$ cat config.mk
export PLATFORM = sky130hd
export DESIGN_NAME = mrc_core
export DESIGN_NICKNAME = d
export VERILOG_FILES = /design/src/mrc_pkg.sv /design/src/mrc_core.sv /design/src/mrc_decode.sv /design/src/mrc_phase_gen.sv
export VERILOG_INCLUDE_DIRS = /design/src
export SDC_FILE = /design/constraint.sdc
export NUM_CORES = 1
export LEC_CHECK = 0
export ABC_AREA = 1
export BUFFER_PORTS_ARGS = -buffer_cell sky130_fd_sc_hd__buf_2
export CAP_MARGIN = 20
export CORE_ASPECT_RATIO = 0.8
export CORE_MARGIN = 2
export CORE_UTILIZATION = 57
export DETAILED_ROUTE_END_ITERATION = 7
export HOLD_SLACK_MARGIN = 0.1
export PLACE_DENSITY = 0.88
export SETUP_SLACK_MARGIN = 0.1
export SLEW_MARGIN = 20
export SYNTH_ARGS = -nofsm -noshare
export SYNTH_HDL_FRONTEND = slang
export SYNTH_SLANG_ARGS = --single-unit
$ cat constraint.sdc
create_clock -name clk -period 3 [get_ports clk]
set_input_delay 0.3 -clock clk [delete_from_list [all_inputs] [get_ports clk]]
set_output_delay 0.3 -clock clk [all_outputs]
set_load 0.005 [all_outputs]
$ cat src/mrc_consts.svh
`ifndef MRC_CONSTS_SVH
`define MRC_CONSTS_SVH
// Opcode fields, bits 13:8 of the instruction word
`define MRC_OP_STORE 6'h00
`define MRC_OP_OR_FILE 6'h04
`define MRC_OP_COPY 6'h08
`define MRC_OP_DEC 6'h03
`define MRC_OP_DEC_SKIP 6'h0B
`define MRC_OP_INC 6'h0A
`define MRC_OP_INC_SKIP 6'h0F
`define MRC_OP_OR_LIT 6'h38
// Load literal: upper four bits 4'hC, two don't-care bits below
`define MRC_OP_LOAD_HI 4'hC
// Jump: upper three bits 3'h5
`define MRC_OP_JUMP_HI 3'h5
// Field positions
`define MRC_DEST_BIT 7
`define MRC_STORE_BIT 7
// Upper-latch bits that feed program counter 12:11
`define MRC_LATCH_HI 4
`define MRC_LATCH_LO 3
// Reset values
`define MRC_PC_RST 13'h0000
`define MRC_ACC_RST 8'h00
`define MRC_INSTR_NOP 14'h0000
// Phase count per instruction cycle
`define MRC_PHASES 4
`endif

$ cat src/mrc_pkg.sv
package mrc_pkg;
  // Four phases of one instruction cycle
  typedef enum logic [1:0] {
    MRC_Q1,
    MRC_Q2,
    MRC_Q3,
    MRC_Q4
  } mrc_phase_t;
  // Decoded operation classes
  typedef enum logic [3:0] {
    MRC_NOP,
    MRC_DEC,
    MRC_DEC_SKIP,
    MRC_INC,
    MRC_INC_SKIP,
    MRC_JUMP,
    MRC_OR_LIT,
    MRC_OR_FILE,
    MRC_COPY,
    MRC_LOAD,
    MRC_STORE,
    MRC_OTHER
  } mrc_op_t;
endpackage
$ cat src/mrc_core.sv
`timescale 1ns/10ps
`include "mrc_consts.svh"
// What this block does
// [RQ1] Destination bit picks accumulator or file
// [RQ2] Decrement file, update null flag, one cycle
// [RQ3] Decrement, skip next when null, flags kept
// [RQ4] Increment, skip next when null, flags kept
// [RQ5] Jump loads literal and latch bits, two cycles
// [RQ6] Increment file, update null flag, one cycle
// [RQ7] OR literal into accumulator, update flag
// [RQ8] OR accumulator with file, route result
// [RQ9] Copy file to destination, update flag
// [RQ10] Load literal into accumulator, no flags
// [RQ11] Store accumulator to file, no flags
// [RQ12] Four phases: decode, read, process, write
// [RQ13] Null flag set exactly when result zero
// [RQ14] No-operation only advances program counter
module mrc_core (
  input wire logic clk,
  input wire logic rst,
  input wire logic [13:0] instr,
  input wire logic [7:0] file_rdata,
  input wire logic [7:0] upper_latch,
  output logic [12:0] prog_counter,
  output logic [6:0] file_addr,
  output logic file_rd,
  output logic [7:0] file_wdata,
  output logic file_we,
  output logic [7:0] accum,
  output logic null_flag,
  output logic null_we,
  output logic unhandled
);
  import mrc_pkg::*;
  mrc_phase_t phase;
  logic cycle_end;
  mrc_op_t op;
  // Whole state of the execute logic
  typedef struct packed {
    logic [13:0] ir;
    logic flush;
    logic [7:0] operand;
    logic [7:0] result;
    logic [12:0] pc;
    logic [6:0] faddr;
    logic frd;
    logic [7:0] fwd;
    logic fwe;
    logic [7:0] acc;
    logic nflag;
    logic nwe;
    logic skip;
    logic unh;
  } mrc_core_state_t;
  mrc_core_state_t st_ff;
  mrc_core_state_t nxt_st;
  logic dest_file;
  logic [7:0] lit;
  logic touches_flag;
  logic is_skip;
  logic to_file;
  logic to_acc;

  // Phase sequencer
  mrc_phase_gen u_phase (
    .clk(clk),
    .rst(rst),
    .phase(phase),
    .cycle_end(cycle_end)
  );

  // Decoder latches the class at the end of phase one
  mrc_decode u_dec (
    .clk(clk),
    .rst(rst),
    .load(phase == MRC_Q1),
    .instr(instr),
    .op(op)
  );

  assign dest_file = st_ff.ir[`MRC_DEST_BIT];
  assign lit = st_ff.ir[7:0];
  // Ops that write the null flag
  assign touches_flag = (op == MRC_DEC) || (op == MRC_INC) || (op == MRC_OR_LIT) ||
    (op == MRC_OR_FILE) || (op == MRC_COPY);
  assign is_skip = (op == MRC_DEC_SKIP) || (op == MRC_INC_SKIP);
  // Routing per destination bit
  assign to_file = (op == MRC_STORE) ||
    (dest_file && (touches_flag || is_skip) && op != MRC_OR_LIT);
  assign to_acc = (op == MRC_LOAD) || (op == MRC_OR_LIT) ||
    (!dest_file && (touches_flag || is_skip));

  // Execute sequencing across the four phases
  always_comb begin
    nxt_st = st_ff;
    nxt_st.fwe = 1'b0;
    nxt_st.nwe = 1'b0;
    nxt_st.frd = 1'b0;
    unique case (phase)
      MRC_Q1: begin
        // [RQ12] decode phase
        nxt_st.ir = st_ff.flush ? `MRC_INSTR_NOP : instr;
        nxt_st.skip = st_ff.flush;
        nxt_st.flush = 1'b0;
        nxt_st.faddr = instr[6:0];
        nxt_st.frd = !st_ff.flush;
      end
      MRC_Q2: begin
        // [RQ12] read operand, file or literal
        if (op == MRC_OR_LIT || op == MRC_LOAD) begin
          nxt_st.operand = lit;
        end else begin
          nxt_st.operand = file_rdata;
        end
        nxt_st.unh = !st_ff.skip && (op == MRC_OTHER);
      end
      MRC_Q3: begin
        // [RQ12] process data
        nxt_st.result = st_ff.operand;
        if (!st_ff.skip) begin
          unique case (op)
            // [RQ2] [RQ3] decrement
            MRC_DEC, MRC_DEC_SKIP: nxt_st.result = st_ff.operand - 8'h01;
            // [RQ6] [RQ4] increment
            MRC_INC, MRC_INC_SKIP: nxt_st.result = st_ff.operand + 8'h01;
            // [RQ7] [RQ8] inclusive OR
            MRC_OR_LIT, MRC_OR_FILE: nxt_st.result = st_ff.acc | st_ff.operand;
            // [RQ11] store source is accumulator
            MRC_STORE: nxt_st.result = st_ff.acc;
            // [RQ9] [RQ10] copy and load pass operand
            default: nxt_st.result = st_ff.operand;
          endcase
        end
      end
      MRC_Q4: begin
        // [RQ12] write destination and advance
        // [RQ14] counter steps by one
        nxt_st.pc = st_ff.pc + 13'h0001;
        if (!st_ff.skip) begin
          // [RQ1] destination routing
          if (to_file) begin
            nxt_st.fwd = st_ff.result;
            nxt_st.fwe = 1'b1;
          end
          if (to_acc) begin
            nxt_st.acc = st_ff.result;
          end
          // [RQ13] null flag from result
          if (touches_flag) begin
            nxt_st.nflag = (st_ff.result == 8'h00);
            nxt_st.nwe = 1'b1;
          end
          // [RQ3] [RQ4] skip flushes the next fetch
          if (is_skip && st_ff.result == 8'h00) begin
            nxt_st.flush = 1'b1;
          end
          // [RQ5] jump, then a flushed second cycle
          if (op == MRC_JUMP) begin
            nxt_st.pc = {upper_latch[`MRC_LATCH_HI:`MRC_LATCH_LO], st_ff.ir[10:0]};
            nxt_st.flush = 1'b1;
          end
        end
      end
    endcase
  end

  // State register
  always_ff @(posedge clk or posedge rst) begin
    if (rst) begin
      st_ff <= '{ir: `MRC_INSTR_NOP, pc: `MRC_PC_RST, acc: `MRC_ACC_RST, default: '0};
    end else begin
      st_ff <= nxt_st;
    end
  end

  assign prog_counter = st_ff.pc;
  assign file_addr = st_ff.faddr;
  assign file_rd = st_ff.frd;
  assign file_wdata = st_ff.fwd;
  assign file_we = st_ff.fwe;
  assign accum = st_ff.acc;
  assign null_flag = st_ff.nflag;
  assign null_we = st_ff.nwe;
  assign unhandled = st_ff.unh;

  // Flag-touching ops write the flag from the result
  a_flag_owner: assert property (@(posedge clk) disable iff (rst) // [RQ13]
    (phase == MRC_Q4 && !st_ff.skip && touches_flag) |=>
      (null_we && null_flag == ($past(st_ff.result) == 8'h00)))
    else $error("null flag not updated");
  // Skip and store leave the flag alone
  a_flag_kept: assert property (@(posedge clk) disable iff (rst) // [RQ3]
    (phase == MRC_Q4 && (is_skip || op == MRC_STORE || op == MRC_LOAD)) |=> !null_we)
    else $error("flag touched by flag-free op");
  // Jump target formed from literal and latch
  a_jump_target: assert property (@(posedge clk) disable iff (rst) // [RQ5]
    (phase == MRC_Q4 && !st_ff.skip && op == MRC_JUMP) |=>
      (prog_counter == {$past(upper_latch[4:3]), $past(st_ff.ir[10:0])}))
    else $error("jump target wrong");
  // Jump second cycle writes nothing
  a_jump_dead: assert property (@(posedge clk) disable iff (rst) // [RQ5]
    (phase == MRC_Q4 && !st_ff.skip && op == MRC_JUMP) |=>
      (!file_we && !null_we)[*4] ##1 (!file_we && !null_we)[*4])
    else $error("jump second cycle not idle");
  // Store writes accumulator to file
  a_store_file: assert property (@(posedge clk) disable iff (rst) // [RQ11]
    (phase == MRC_Q4 && !st_ff.skip && op == MRC_STORE) |=>
      (file_we && file_wdata == $past(st_ff.acc)))
    else $error("store did not write file");
  // Load puts literal into accumulator
  a_load_acc: assert property (@(posedge clk) disable iff (rst) // [RQ10]
    (phase == MRC_Q4 && !st_ff.skip && op == MRC_LOAD) |=> (accum == $past(lit)))
    else $error("literal not loaded");
  // Destination one goes to file only
  a_dest_file: assert property (@(posedge clk) disable iff (rst) // [RQ1]
    (phase == MRC_Q4 && !st_ff.skip && dest_file && op inside {MRC_DEC, MRC_INC,
      MRC_OR_FILE, MRC_COPY}) |=> (file_we && accum == $past(st_ff.acc)))
    else $error("destination bit ignored");
  // No-operation changes nothing but the program counter
  a_nop_quiet: assert property (@(posedge clk) disable iff (rst) // [RQ14]
    (phase == MRC_Q4 && op == MRC_NOP) |=>
      (!file_we && !null_we && $stable(accum) && prog_counter == $past(st_ff.pc) + 13'h0001))
    else $error("no-operation changed state");
  // Sequencer enable pulse marks phase four
  a_cycle_pulse: assert property (@(posedge clk) disable iff (rst) // [RQ12]
    cycle_end == (phase == MRC_Q4))
    else $error("cycle end pulse misplaced");
  // Operand read requested after each unflushed decode
  a_read_pulse: assert property (@(posedge clk) disable iff (rst) // [RQ12]
    (phase == MRC_Q1) |=> (file_rd == !$past(st_ff.flush)))
    else $error("operand read request wrong");
  // Read request only in phase two
  a_read_slot: assert property (@(posedge clk) disable iff (rst) // [RQ12]
    file_rd |-> (phase == MRC_Q2))
    else $error("read request outside phase two");
  // Write strobes only after the write phase
  a_write_slot: assert property (@(posedge clk) disable iff (rst) // [RQ12]
    (file_we || null_we) |-> (phase == MRC_Q1))
    else $error("write strobe outside write slot");
  // Accumulator and counter move only at the write phase
  a_state_hold: assert property (@(posedge clk) disable iff (rst) // [RQ12]
    (phase != MRC_Q4) |=> ($stable(accum) && $stable(prog_counter)))
    else $error("state moved outside write phase");
  // Every slot but a taken jump steps the counter by one
  a_pc_step: assert property (@(posedge clk) disable iff (rst) // [RQ14]
    (phase == MRC_Q4 && (st_ff.skip || op != MRC_JUMP)) |=>
      (prog_counter == $past(st_ff.pc) + 13'h0001))
    else $error("program counter did not step");
  // Decrement lands in the chosen destination
  a_dec_result: assert property (@(posedge clk) disable iff (rst) // [RQ2]
    (phase == MRC_Q4 && !st_ff.skip && op inside {MRC_DEC, MRC_DEC_SKIP}) |=>
      ((dest_file ? file_wdata : accum) == $past(st_ff.operand) - 8'h01))
    else $error("decrement result wrong");
  // Increment lands in the chosen destination
  a_inc_result: assert property (@(posedge clk) disable iff (rst) // [RQ6]
    (phase == MRC_Q4 && !st_ff.skip && op inside {MRC_INC, MRC_INC_SKIP}) |=>
      ((dest_file ? file_wdata : accum) == $past(st_ff.operand) + 8'h01))
    else $error("increment result wrong");
  // Literal OR goes to the accumulator with a flag write
  a_or_literal: assert property (@(posedge clk) disable iff (rst) // [RQ7]
    (phase == MRC_Q4 && !st_ff.skip && op == MRC_OR_LIT) |=>
      (null_we && accum == ($past(st_ff.acc) | $past(lit))))
    else $error("literal OR wrong");
  // File OR lands in the chosen destination
  a_or_file: assert property (@(posedge clk) disable iff (rst) // [RQ8]
    (phase == MRC_Q4 && !st_ff.skip && op == MRC_OR_FILE) |=>
      ((dest_file ? file_wdata : accum) == ($past(st_ff.acc) | $past(st_ff.operand))))
    else $error("file OR wrong");
  // Copy writes the flag from the copied value
  a_copy_flag: assert property (@(posedge clk) disable iff (rst) // [RQ9]
    (phase == MRC_Q4 && !st_ff.skip && op == MRC_COPY) |=>
      (null_we && null_flag == ($past(st_ff.operand) == 8'h00)))
    else $error("copy flag wrong");
  // Null result of a skip op flushes the next slot
  a_skip_flush: assert property (@(posedge clk) disable iff (rst) // [RQ3]
    (phase == MRC_Q4 && !st_ff.skip && is_skip && st_ff.result == 8'h00) |=>
      st_ff.flush ##1 !file_rd)
    else $error("skip did not flush");
  // Non-null result of a skip op keeps the next slot
  a_skip_pass: assert property (@(posedge clk) disable iff (rst) // [RQ4]
    (phase == MRC_Q4 && !st_ff.skip && is_skip && st_ff.result != 8'h00) |=> !st_ff.flush)
    else $error("skip flushed on non-null result");
  // Jump flushes the slot that follows it
  a_jump_flush: assert property (@(posedge clk) disable iff (rst) // [RQ5]
    (phase == MRC_Q4 && !st_ff.skip && op == MRC_JUMP) |=>
      st_ff.flush ##1 !file_rd)
    else $error("jump did not flush");
  // Flushed slot writes nothing
  a_flushed_idle: assert property (@(posedge clk) disable iff (rst) // [RQ3]
    (phase == MRC_Q4 && st_ff.skip) |=> (!file_we && !null_we && $stable(accum)))
    else $error("flushed slot wrote state");
  // Destination zero never writes the file
  a_dest_acc: assert property (@(posedge clk) disable iff (rst) // [RQ1]
    (phase == MRC_Q4 && !st_ff.skip && !dest_file && op inside {MRC_DEC, MRC_INC,
      MRC_OR_FILE, MRC_COPY, MRC_DEC_SKIP, MRC_INC_SKIP}) |=> !file_we)
    else $error("destination bit ignored for accumulator");
  // Store targets the addressed file register
  a_store_addr: assert property (@(posedge clk) disable iff (rst) // [RQ11]
    (phase == MRC_Q4 && !st_ff.skip && op == MRC_STORE) |=>
      (file_addr == $past(st_ff.ir[6:0])))
    else $error("store address wrong");
endmodule

$ cat src/mrc_decode.sv
`timescale 1ns/10ps
`include "mrc_consts.svh"
// Registered opcode decoder, sampled in phase one
module mrc_decode (
  input wire logic clk,
  input wire logic rst,
  input wire logic load,
  input wire logic [13:0] instr,
  output mrc_pkg::mrc_op_t op
);
  import mrc_pkg::*;
  typedef struct packed {
    mrc_op_t op;
  } mrc_dec_state_t;
  mrc_dec_state_t st_ff;
  mrc_dec_state_t nxt_st;
  logic [5:0] hi;
  assign hi = instr[13:8];
  // Classify the instruction word
  always_comb begin
    nxt_st = st_ff;
    if (load) begin
      nxt_st.op = MRC_OTHER;
      if (hi[5:3] == `MRC_OP_JUMP_HI) begin
        nxt_st.op = MRC_JUMP;
      end else if (hi[5:2] == `MRC_OP_LOAD_HI) begin
        // [RQ10] load ignores two opcode bits
        nxt_st.op = MRC_LOAD;
      end else if (hi == `MRC_OP_OR_LIT) begin
        nxt_st.op = MRC_OR_LIT;
      end else if (hi == `MRC_OP_DEC) begin
        nxt_st.op = MRC_DEC;
      end else if (hi == `MRC_OP_DEC_SKIP) begin
        nxt_st.op = MRC_DEC_SKIP;
      end else if (hi == `MRC_OP_INC) begin
        nxt_st.op = MRC_INC;
      end else if (hi == `MRC_OP_INC_SKIP) begin
        nxt_st.op = MRC_INC_SKIP;
      end else if (hi == `MRC_OP_OR_FILE) begin
        nxt_st.op = MRC_OR_FILE;
      end else if (hi == `MRC_OP_COPY) begin
        nxt_st.op = MRC_COPY;
      end else if (hi == `MRC_OP_STORE && instr[`MRC_STORE_BIT]) begin
        nxt_st.op = MRC_STORE;
      end else if (hi == `MRC_OP_STORE && instr[6:0] == 7'h00) begin
        // [RQ14] no-operation, bits 6:5 free
        nxt_st.op = MRC_NOP;
      end else if (hi == `MRC_OP_STORE && instr[4:0] == 5'h00) begin
        nxt_st.op = MRC_NOP;
      end
    end
  end
  // Decode register
  always_ff @(posedge clk or posedge rst) begin
    if (rst) begin
      st_ff <= '{op: MRC_NOP};
    end else begin
      st_ff <= nxt_st;
    end
  end
  assign op = st_ff.op;
endmodule

$ cat src/mrc_phase_gen.sv
`timescale 1ns/10ps
`include "mrc_consts.svh"
// Phase sequencer: one-cycle pulse per instruction cycle, in phase four
module mrc_phase_gen (
  input wire logic clk,
  input wire logic rst,
  output mrc_pkg::mrc_phase_t phase,
  output logic cycle_end
);
  import mrc_pkg::*;
  // Whole state of the sequencer
  typedef struct packed {
    mrc_phase_t ph;
    logic last;
  } mrc_pg_state_t;
  mrc_pg_state_t st_ff;
  mrc_pg_state_t nxt_st;
  // Next phase
  always_comb begin
    nxt_st = st_ff;
    unique case (st_ff.ph)
      MRC_Q1: nxt_st.ph = MRC_Q2;
      MRC_Q2: nxt_st.ph = MRC_Q3;
      MRC_Q3: nxt_st.ph = MRC_Q4;
      MRC_Q4: nxt_st.ph = MRC_Q1;
    endcase
    nxt_st.last = (nxt_st.ph == MRC_Q4);
  end
  // State register
  always_ff @(posedge clk or posedge rst) begin
    if (rst) begin
      st_ff <= '{ph: MRC_Q1, last: 1'b0};
    end else begin
      st_ff <= nxt_st;
    end
  end
  assign phase = st_ff.ph;
  assign cycle_end = st_ff.last;
  // Phases walk in order
  a_phase_order: assert property (@(posedge clk) disable iff (rst) // [RQ12]
    (st_ff.ph == MRC_Q1) |=> (st_ff.ph == MRC_Q2) ##1 (st_ff.ph == MRC_Q3)
      ##1 (st_ff.ph == MRC_Q4) ##1 (st_ff.ph == MRC_Q1))
    else $error("phase sequence broken");
endmodule

==> impl.org, run 1 <==
** Status
- The flow ran to the end, and the final reports show no timing, DRC or antenna violations.

** STA
- Final clock skew :: 0.0108 ns
- The final count of pins violating max slew was 0.
- Headroom to the max-slew limit came out at 0.500.
- Final hold analysis gives a worst-case slack of 0.191 ns.
- Setup Total Neg Slack :: 0 ns
- Finish-stage setup viols :: 0
- Setup repair after global routing left no endpoint under its margin.
- At the pin with the least slew margin, the transition time is 0.749 ns.
- Portion of the clock cycle consumed by the worst path in the final layout :: 0.787
- Final Critical Period :: 2.36 ns
- Timing would allow up to 0.423 GHz.
- Final hold vios :: 0

** Clock tree
- Count of clock tree sinks :: 76
- TritonCTS clock tree :: built
- Clock tree synthesis selected as its root buffer the cell clkbuf_8.
- CTS max path bufs :: 2
- The H-tree was split into 3 levels.
- Post-CTS timing repair inserted 0 buffers for setup.
- Clock insertion delay at the later pin of the skew report :: 0.35 ns
- Clock-pin slew was measured on the worst setup and hold paths at 0.09 ns.
- Number of CTS-inserted buffers :: 9

** Floorplanning
- Chip Width :: 102 um
- The floorplan has 28 rows.
- Die height :: 82.4 um
- The die covers 0.00840 mm2.
- Core Area :: 0.00743 mm2
- For this configuration, the core starts out at a cell density of 0.589.
- Top-Level Pins :: 73

** Layout
- Area taken by flip-flops and latches :: 0.00190 mm2
- Leaving out filler cells and counting taps, the final layout contains 699.
- After filler insertion, the fill cell instance count of the layout stands at 681.
- Relative to the synthesized area, the layout overhead comes to 9.41%.
- Share of final-layout standard cells stronger than drive strength 1 :: 0.209
- Area of the multi-input gates :: 0.00185 mm2
- The repair_antennas step left the layout with diodes totalling 0.
- Final layout net count :: 630

** Setup path
- Arrival time of data at the critical path endpoint :: 2.59 ns
- Reg2reg path depth :: 6
- Largest stage delay on the critical path :: 0.54 ns
- Critical path class :: flop to flop
- Worst path slowest cell :: ha_1
- The worst setup path is captured at a flop.
- The worst register-to-register path has a setup slack of 0.64 ns.
- The endpoint identified for the worst register-to-register timing path is file_wdata[3].
- At the worst endpoint, the required time is 3.23 ns.
- In this run the critical register-to-register path is launched from u_phase.phase[1].
- Walking the worst path, the cells encountered are ha_1 -> inv_1 -> nor2_1 -> nand2_2 -> nand2_1 -> o21ai_2.
- Startpoint class of the critical path :: flop
- The critical path starts at u_phase.phase[1].
- In this run the worst path has a maximum fanout of 17.

** Global route
- The number of antenna violations at the first check in global routing was 0.
- The first global-routing pass estimated 16.5 mm of wire.
- Via count of the first global-routing pass :: 3555
- Entering global routing, the biggest net connects 42 pins.
- For this run, the total global-route usage over all layers was measured as 0.251.
- The total overflow left after global routing is 0.

** Synthesis
- After synthesis the cells add up to 0.00438 mm2.
- For this run, asynchronously set or reset flops after synthesis account for 1.00.
- Synthesized flop and latch total :: 76
- The Yosys step of the flow raised 0 warnings.
- Syn Inst Count :: 556
- Mux contribution to synthesized area :: 0
- The most used flip-flop cell after synthesis is dfrtp_1.
- Xor and xnor area share after synthesis :: 0.0160
- Synthesized-area fraction occupied by adder cells :: 0.0257
- The share of the Yosys chip area taken by registers is 0.435.
- Synth Area per Inst :: 7.87 um2
- Fraction of the mapped netlist area in simple logic gates :: 0.208
- The number of different library cells used by synthesis comes to 42.
- Counting flops with a built-in enable in the synthesized netlist gives 0.
- Synthesis produced a netlist with a net count of 597.
- After synthesis, the largest family of logic cells by area is simple AND/OR/NAND/NOR gates.
- The share of the synthesized area in compound gates (AO/OA/AOI/OAI) is 0.173.

** Placement
- Number of I/O port buffers :: 66
- The wire-length estimate of the detail-placed layout is 7.34 mm.
- Gpl congestion :: 0.959
- Number of cells after detailed placement :: 682

** Hold path
- Hold Path Class :: input pin to flop
- Worst Hold End :: file_addr[5]
- Min-delay src :: instr[5]
- Along the worst hold path, the cell count comes to 3.

** Job
- Across the run, the number of max-cap violations was 0.

** Detailed routing
- Once detail routing completed, the nets flagged for antenna violations numbered 0.
- Initial DRC Count :: 198
- Remaining design rule violation count :: 0
- After detailed routing, the average wire length per cell comes to 14.3 um.
- Pre-Repair DR Iteration Count :: 5
- Wires add up to 9.97 mm.
- The routed layout has 3779 vias.
- Via-per-instance ratio :: 5.41

** Power
- Post-layout total power :: 2870 uW
- The worst-case IR drop observed on VDD is 405 uV.
- Leak pwr :: 0.00249 uW
- Power Dens Cells :: 600 mW/mm2
area by class of cell:
class                   instances  share of cell area
multi-input cells             353               0.386
flip-flops and latches         76               0.397
clock buffers                  10              0.0287
well taps                     105              0.0274
clock inverters                 6              0.0196
inverters                      78              0.0611
repair buffers                 71              0.0800
cell usage in the layout, fill, tap and decap left out, types with 3 or more instances in the layout:
cell type / n
a21oi_1: 29
a22oi_1: 5
a31oi_1: 3
buf_2: 66
buf_4: 3
clkbuf_8: 10
clkinv_1: 3
dfrtp_1: 76
ha_1: 9
inv_1: 66
inv_2: 9
nand2_1: 104
nand2_2: 6
nand3_1: 20
nand4_1: 5
nor2_1: 60
nor3_2: 4
o211ai_1: 3
o21ai_0: 37
o21ai_1: 14
o21ai_2: 9
o22ai_1: 15
xor2_1: 7
cells by family (layout without fill, tap and decap cells):
family	after synthesis	in the layout
AO/OA/AOI/OAI	126	126
flip-flops	76	76
buffers and inverters	127	165
XOR/XNOR	8	8
adder cells (fa/ha/maj)	9	9
AND/OR/NAND/NOR	210	210
worst max-delay path by stage:
stage / endpoint / slack (ns) / cells after the start
after floorplan: accum[0] / 0.76 / 1
after global placement: file_wdata[6] / 0.78 / 6
after detailed placement: file_wdata[3] / 0.70 / 6
after CTS: file_wdata[3] / 0.68 / 6
after global routing: file_wdata[3] / 0.49 / 6
final: file_wdata[3] / 0.64 / 6
cell usage after synthesis, types with 2 or more instances:
| cell | n | area (um2) |
|---|---|---|
| o21ai_1 | 14 | 70.1 |
| nand3_1 | 20 | 100 |
| clkbuf_1 | 8 | 30.0 |
| inv_2 | 8 | 30.0 |
| nand2_2 | 6 | 37.5 |
| a31oi_1 | 3 | 18.8 |
| xor2_1 | 7 | 61.3 |
| o211ai_1 | 3 | 22.5 |
| nor2_2 | 2 | 12.5 |
| o21ai_0 | 37 | 185 |
| nor2_1 | 60 | 225 |
| buf_4 | 37 | 278 |
| nor3_1 | 2 | 10.0 |
| ha_1 | 9 | 113 |
| dfrtp_1 | 76 | 1900 |
| nor3_2 | 4 | 40.0 |
| nand2_1 | 104 | 390 |
| clkinv_1 | 3 | 11.3 |
| nand4_1 | 5 | 31.3 |
| nor2_4 | 2 | 22.5 |
| buf_2 | 3 | 15.0 |
| nor4_1 | 2 | 12.5 |
| a22oi_1 | 5 | 37.5 |
| inv_1 | 67 | 251 |
| o22ai_1 | 15 | 93.8 |
| o2111ai_1 | 2 | 17.5 |
| a21oi_1 | 29 | 145 |
| o21ai_2 | 9 | 78.8 |
registers in the layout, summed over array words and instances (netlist names):
signal	flops
file_rd	1
u_phase.phase	2
u_dec.op	4
file_we	1
prog_counter	13
file_wdata	8
file_addr	7
st_ff	21
null_flag	1
accum	8
dest_file	1
lit	7
unhandled	1
null_we	1
critical path, delay by kind of cell (launching register included):
| kind | cells | cell delay, ns |
|---|---|---|
| buffers and inverters | 1 | 0.35 |
| adders and majority gates | 1 | 0.54 |
| AOI/OAI and AO/OA | 1 | 0.06 |
| and+or+nand+nor | 3 | 0.90 |
| DFF | 1 | 0.39 |
metrics by stage:
stage	worst slack (ns)	cell area, um2	util
floorplan	0.762	4380	-
finish	0.638	4790	0.645
global route	0.493	4790	0.645
CTS	0.679	4790	0.645
detailed placement	0.700	4550	0.612
global placement	0.777	4550	0.612
layer usage:
metal  up-vias  wire [um]  global-route usage
met5         -          0                   0
met4         0        122              0.0627
met3        14        538              0.0530
met2       144       4810               0.438
met1      1779       4500               0.324
li1       1842          -                   -
timing repair:
item | CTS | global route
endpoints found under the hold margin | 4 | 0
gates resized for setup | 0 | 0
hold buffers | 1 | 0
where the power goes:
part	switching, uW	leakage [uW]	internal [uW]
sequential	147	0.000916	1200
combinational	357	0.00146	273
clock	400	0.000113	498
No activity file was read; power rests on OpenSTA's default activity.
==> run 2, diff against run 1 <==
--- a/config.mk
+++ b/config.mk
@@ -6,7 +6,7 @@
 export SDC_FILE = /design/constraint.sdc
 export NUM_CORES = 1
 export LEC_CHECK = 0
-export ABC_AREA = 1
+export ABC_AREA = 0
 export BUFFER_PORTS_ARGS = -buffer_cell sky130_fd_sc_hd__buf_2
 export CAP_MARGIN = 20
 export CORE_ASPECT_RATIO = 0.8
@@ -14,7 +14,7 @@
 export CORE_UTILIZATION = 57
 export DETAILED_ROUTE_END_ITERATION = 7
 export HOLD_SLACK_MARGIN = 0.1
-export PLACE_DENSITY = 0.88
+export PLACE_DENSITY = 0.87
 export SETUP_SLACK_MARGIN = 0.1
 export SLEW_MARGIN = 20
 export SYNTH_ARGS = -nofsm -noshare
==> constraint.sdc (replaced) <==
create_clock -name clk -period 2.2 [get_ports clk]
set_input_delay 0.22 -clock clk [delete_from_list [all_inputs] [get_ports clk]]
set_output_delay 0.22 -clock clk [all_outputs]
set_load 0.005 [all_outputs]
==> impl.org, run 2 <==
** STA
- Final worst setup slack :: -0.0130 ns
- Final Critical Period :: 2.21 ns
- Fmax :: 0.452 GHz
- Final max-slew violation count :: 0
- Final clock skew :: 0.0102 ns
- Slew @ Worst Pin :: 0.625 ns
- The hold violation total from the final report was 0.
- Setup repair after global routing could not meet its margin everywhere.
- Max_slew headroom :: 0.581
- Setup Total Neg Slack :: -0.0130 ns
- Hold is met by 0.114 ns.
- Dividing the final minimum period by the clock period gives 1.01.
- Setup violations remaining at the end of the flow were counted as 1.

** Status
- Result of the run :: finished, violations left
- The final reports fail on setup timing.

** Global route
- The first global-routing pass estimated 17.1 mm of wire.
- Via count of the first global-routing pass :: 3539
- Number of antenna violations at the first check in global routing :: 0
- GR Overflow Total :: 0
- Total routing resource utilization after global routing :: 0.245
- Entering global routing, the biggest net connects 77 pins.

** Synthesis
- Of all flip-flops after synthesis, the portion carrying an async set or reset was 1.00.
- Number of enable flip-flop cells after synthesis :: 0
- Counting flops and latches in the post-synthesis netlist gives 76.
- Averaged over all synthesized cells, the footprint is 9.22 um2.
- Top cell type's share of synthesized area :: 0.419
- Most instantiated library cell after synthesis :: dfrtp_1
- The largest total area in the synthesized netlist belongs to dfrtp_1.
- Sorting the synthesized cells by how often they occur yields dfrtp_1, a21oi_1, nor2_1.
- The Yosys step of the flow raised 0 warnings.
- The most used flip-flop cell after synthesis is dfrtp_1.
- Synth Cell Area :: 0.00454 mm2
- Count of unique library cells instantiated by Yosys :: 59
- In the synthesized netlist, the number of instances is 492.
- Sequential area share after synthesis :: 0.419
- After synthesis, the cell types taking the most area are dfrtp_1, buf_4, mux2_2.
- Counting every net in the synthesized netlist gives 533.

** Layout
- Syn-to-layout area delta :: 15.5%
- For this run, the post-layout net count is 586.
- Commonest cells after routing, fill and taps aside :: dfrtp_1, buf_2, a21oi_1
- The register with the most flip-flops in the layout has 21 of them.
- Antenna fix cells :: 0
- Leaving out fill and tap cells, the most frequent cell in the layout is dfrtp_1.
- Once layout is complete, the cells apart from fillers number 658.
- Of the cells placed in the final design, the portion with a size suffix greater than 1 is 0.320.
- Register name with the most flops :: st_ff

** Floorplanning
- Chip Width :: 104 um
- From bottom edge to top edge, the die measures 83.8 um.
- Die Area :: 0.00869 mm2
- Row generation in the floorplan step produced 29 rows.
- The initial utilization of the core area, before any placement, comes to 0.579.
- 73 I/O pins were placed.
- In this run the standard cell core region covers 0.00784 mm2.

** Hold path
- Hold Path Stages :: 2
- Hold Path Class :: input pin to flop

** Setup path
- The worst setup path is launched from a flop.
- Of all nets on the critical path, the largest fanout is 4.
- Data required, critical path :: 2.47 ns
- Critical path class :: flop to flop
- Category of the worst setup path capture point :: flop
- STA puts the critical path data arrival time at 2.48 ns.
- Reg2reg path depth :: 10

** Clock tree
- CTS placed an instance of clkbuf_8 at the clock tree root.
- Clock tree synthesis found a total of 76 sinks.
- Buffers inserted during clock tree synthesis total 9.
- TritonCTS clock tree :: built
- Clock-pin slew of the registers on the worst-case setup and hold paths :: 0.08 ns
- Clock insertion delay at the later pin of the skew report :: 0.35 ns
- H-tree level count :: 3
- CTS max path bufs :: 2

** Detailed routing
- Remaining design rule violation count :: 0
- The pre-antenna-repair detailed-routing pass consisted of 5 iterations.
- Via Count :: 3940
- Once detail routing completed, the nets flagged for antenna violations numbered 0.
- Initial DRC Count :: 273
- After detailed routing, the average wire length per cell comes to 16.5 um.
- Via-per-instance ratio :: 5.99
- DRT Wirelength :: 10.9 mm

** Power
- The internal power of the cells totals 2630 uW.
- Post-layout total power :: 3820 uW
- Summed over all nets, the switching power comes to 1190 uW.
- Of the total power, the share spent switching nets is 0.310.
- Portion of total power attributed to combinational logic :: 0.238
- Power Dens Cells :: 730 mW/mm2
- Leak pwr :: 0.00238 uW
- Worst VDD drop :: 394 uV
- Clock power share :: 0.275
- Of the total power, registers draw 0.486.

** Placement
- At the end of routability-driven placement, the weighted congestion stood at 0.899.
- Before CTS, the worst setup slack after placement is 0.0587 ns.
- Input and output buffers added on the ports amount to 66.
- Number of cells after detailed placement :: 630
- The HPWL after detailed placement is 7.40 mm.

** Job
- Max-cap violations in this run came to 0.
run 2: per-stage QoR:
stage,utilization,area (um2)
3_5_place_dp,0.619,4850
4_1_cts,0.650,5090
2_1_floorplan,-,4570
6_report,0.668,5240
3_3_place_gp,0.619,4850
5_1_grt,0.668,5240
run 2: layer usage:
metal  vias to the layer above  share of wire  GRT usage
met5                         -              0          0
met4                         0          0.025     0.0848
met3                        32          0.076     0.0648
met2                       185           0.45      0.385
met1                      1888           0.45      0.330
li1                       1835              -          -
run 2: worst max-delay path: stages, from the launching register on:
cell and delay (ns):
dfrtp_1 0.44, nor4b_4 0.36, nor2_4 0.10, xor2_1 0.15, ha_2 0.20, a31oi_1 0.18
o21ai_1 0.11, buf_4 0.15, a21oi_1 0.15, o21ai_1 0.10, a31oi_1 0.19
run 2: area by class of cell:
| type | instances | area, um2 |
|---|---|---|
| clock buffer | 10 | 128 |
| tap | 108 | 135 |
| inverter | 21 | 86.3 |
| multi-input combinational | 333 | 2270 |
| timing repair buffer | 104 | 652 |
| clock inverter | 6 | 63.8 |
| fill | 606 | 2600 |
| sequential | 76 | 1900 |
run 2: final timing paths:
| kind | startpoint | to | slack (ns) |
|---|---|---|---|
| worst max-delay path | u_dec.op[1] | st_ff[46] | -0.01 |
| worst min-delay path | instr[4] | lit[4] | 0.11 |
| worst max register to register | u_dec.op[1] | st_ff[46] | -0.01 |
| worst min register to register | file_wdata[0] | file_wdata[0] | 0.50 |
| max in group asynchronous | rst | file_addr[6] | 1.35 |
| min in group asynchronous | rst | prog_counter[3] | 0.53 |
run 2: logic make-up after synthesis:
kind of cell	Yosys count	share of synthesized area
flops	76	0.419
simple gates	137	0.155
mux	33	0.0792
xor+xnor	7	0.0135
fa+ha+maj	9	0.0248
compound gates	147	0.205
buf+inv	83	0.103
run 2: power by group through the flow:
stage               combinational [uW]  sequential [uW]  clock [uW]
floorplan                          773             1800           0
detailed placement                 837             1880           0
finish                             911             1860        1050
CTS                                859             1860        1060
global route                      1000             1900        1130
global placement                   806             1860           0
run 2: repair_timing:
action / CTS / global route
hold buffers: 2 / 0
setup buffers: 3 / 6
resized for setup: 1 / 23
setup endpoints to repair: 4 / 16
hold endpoints to repair: 77 / 0
cloned: 0 / 1
pin swaps: 4 / 9
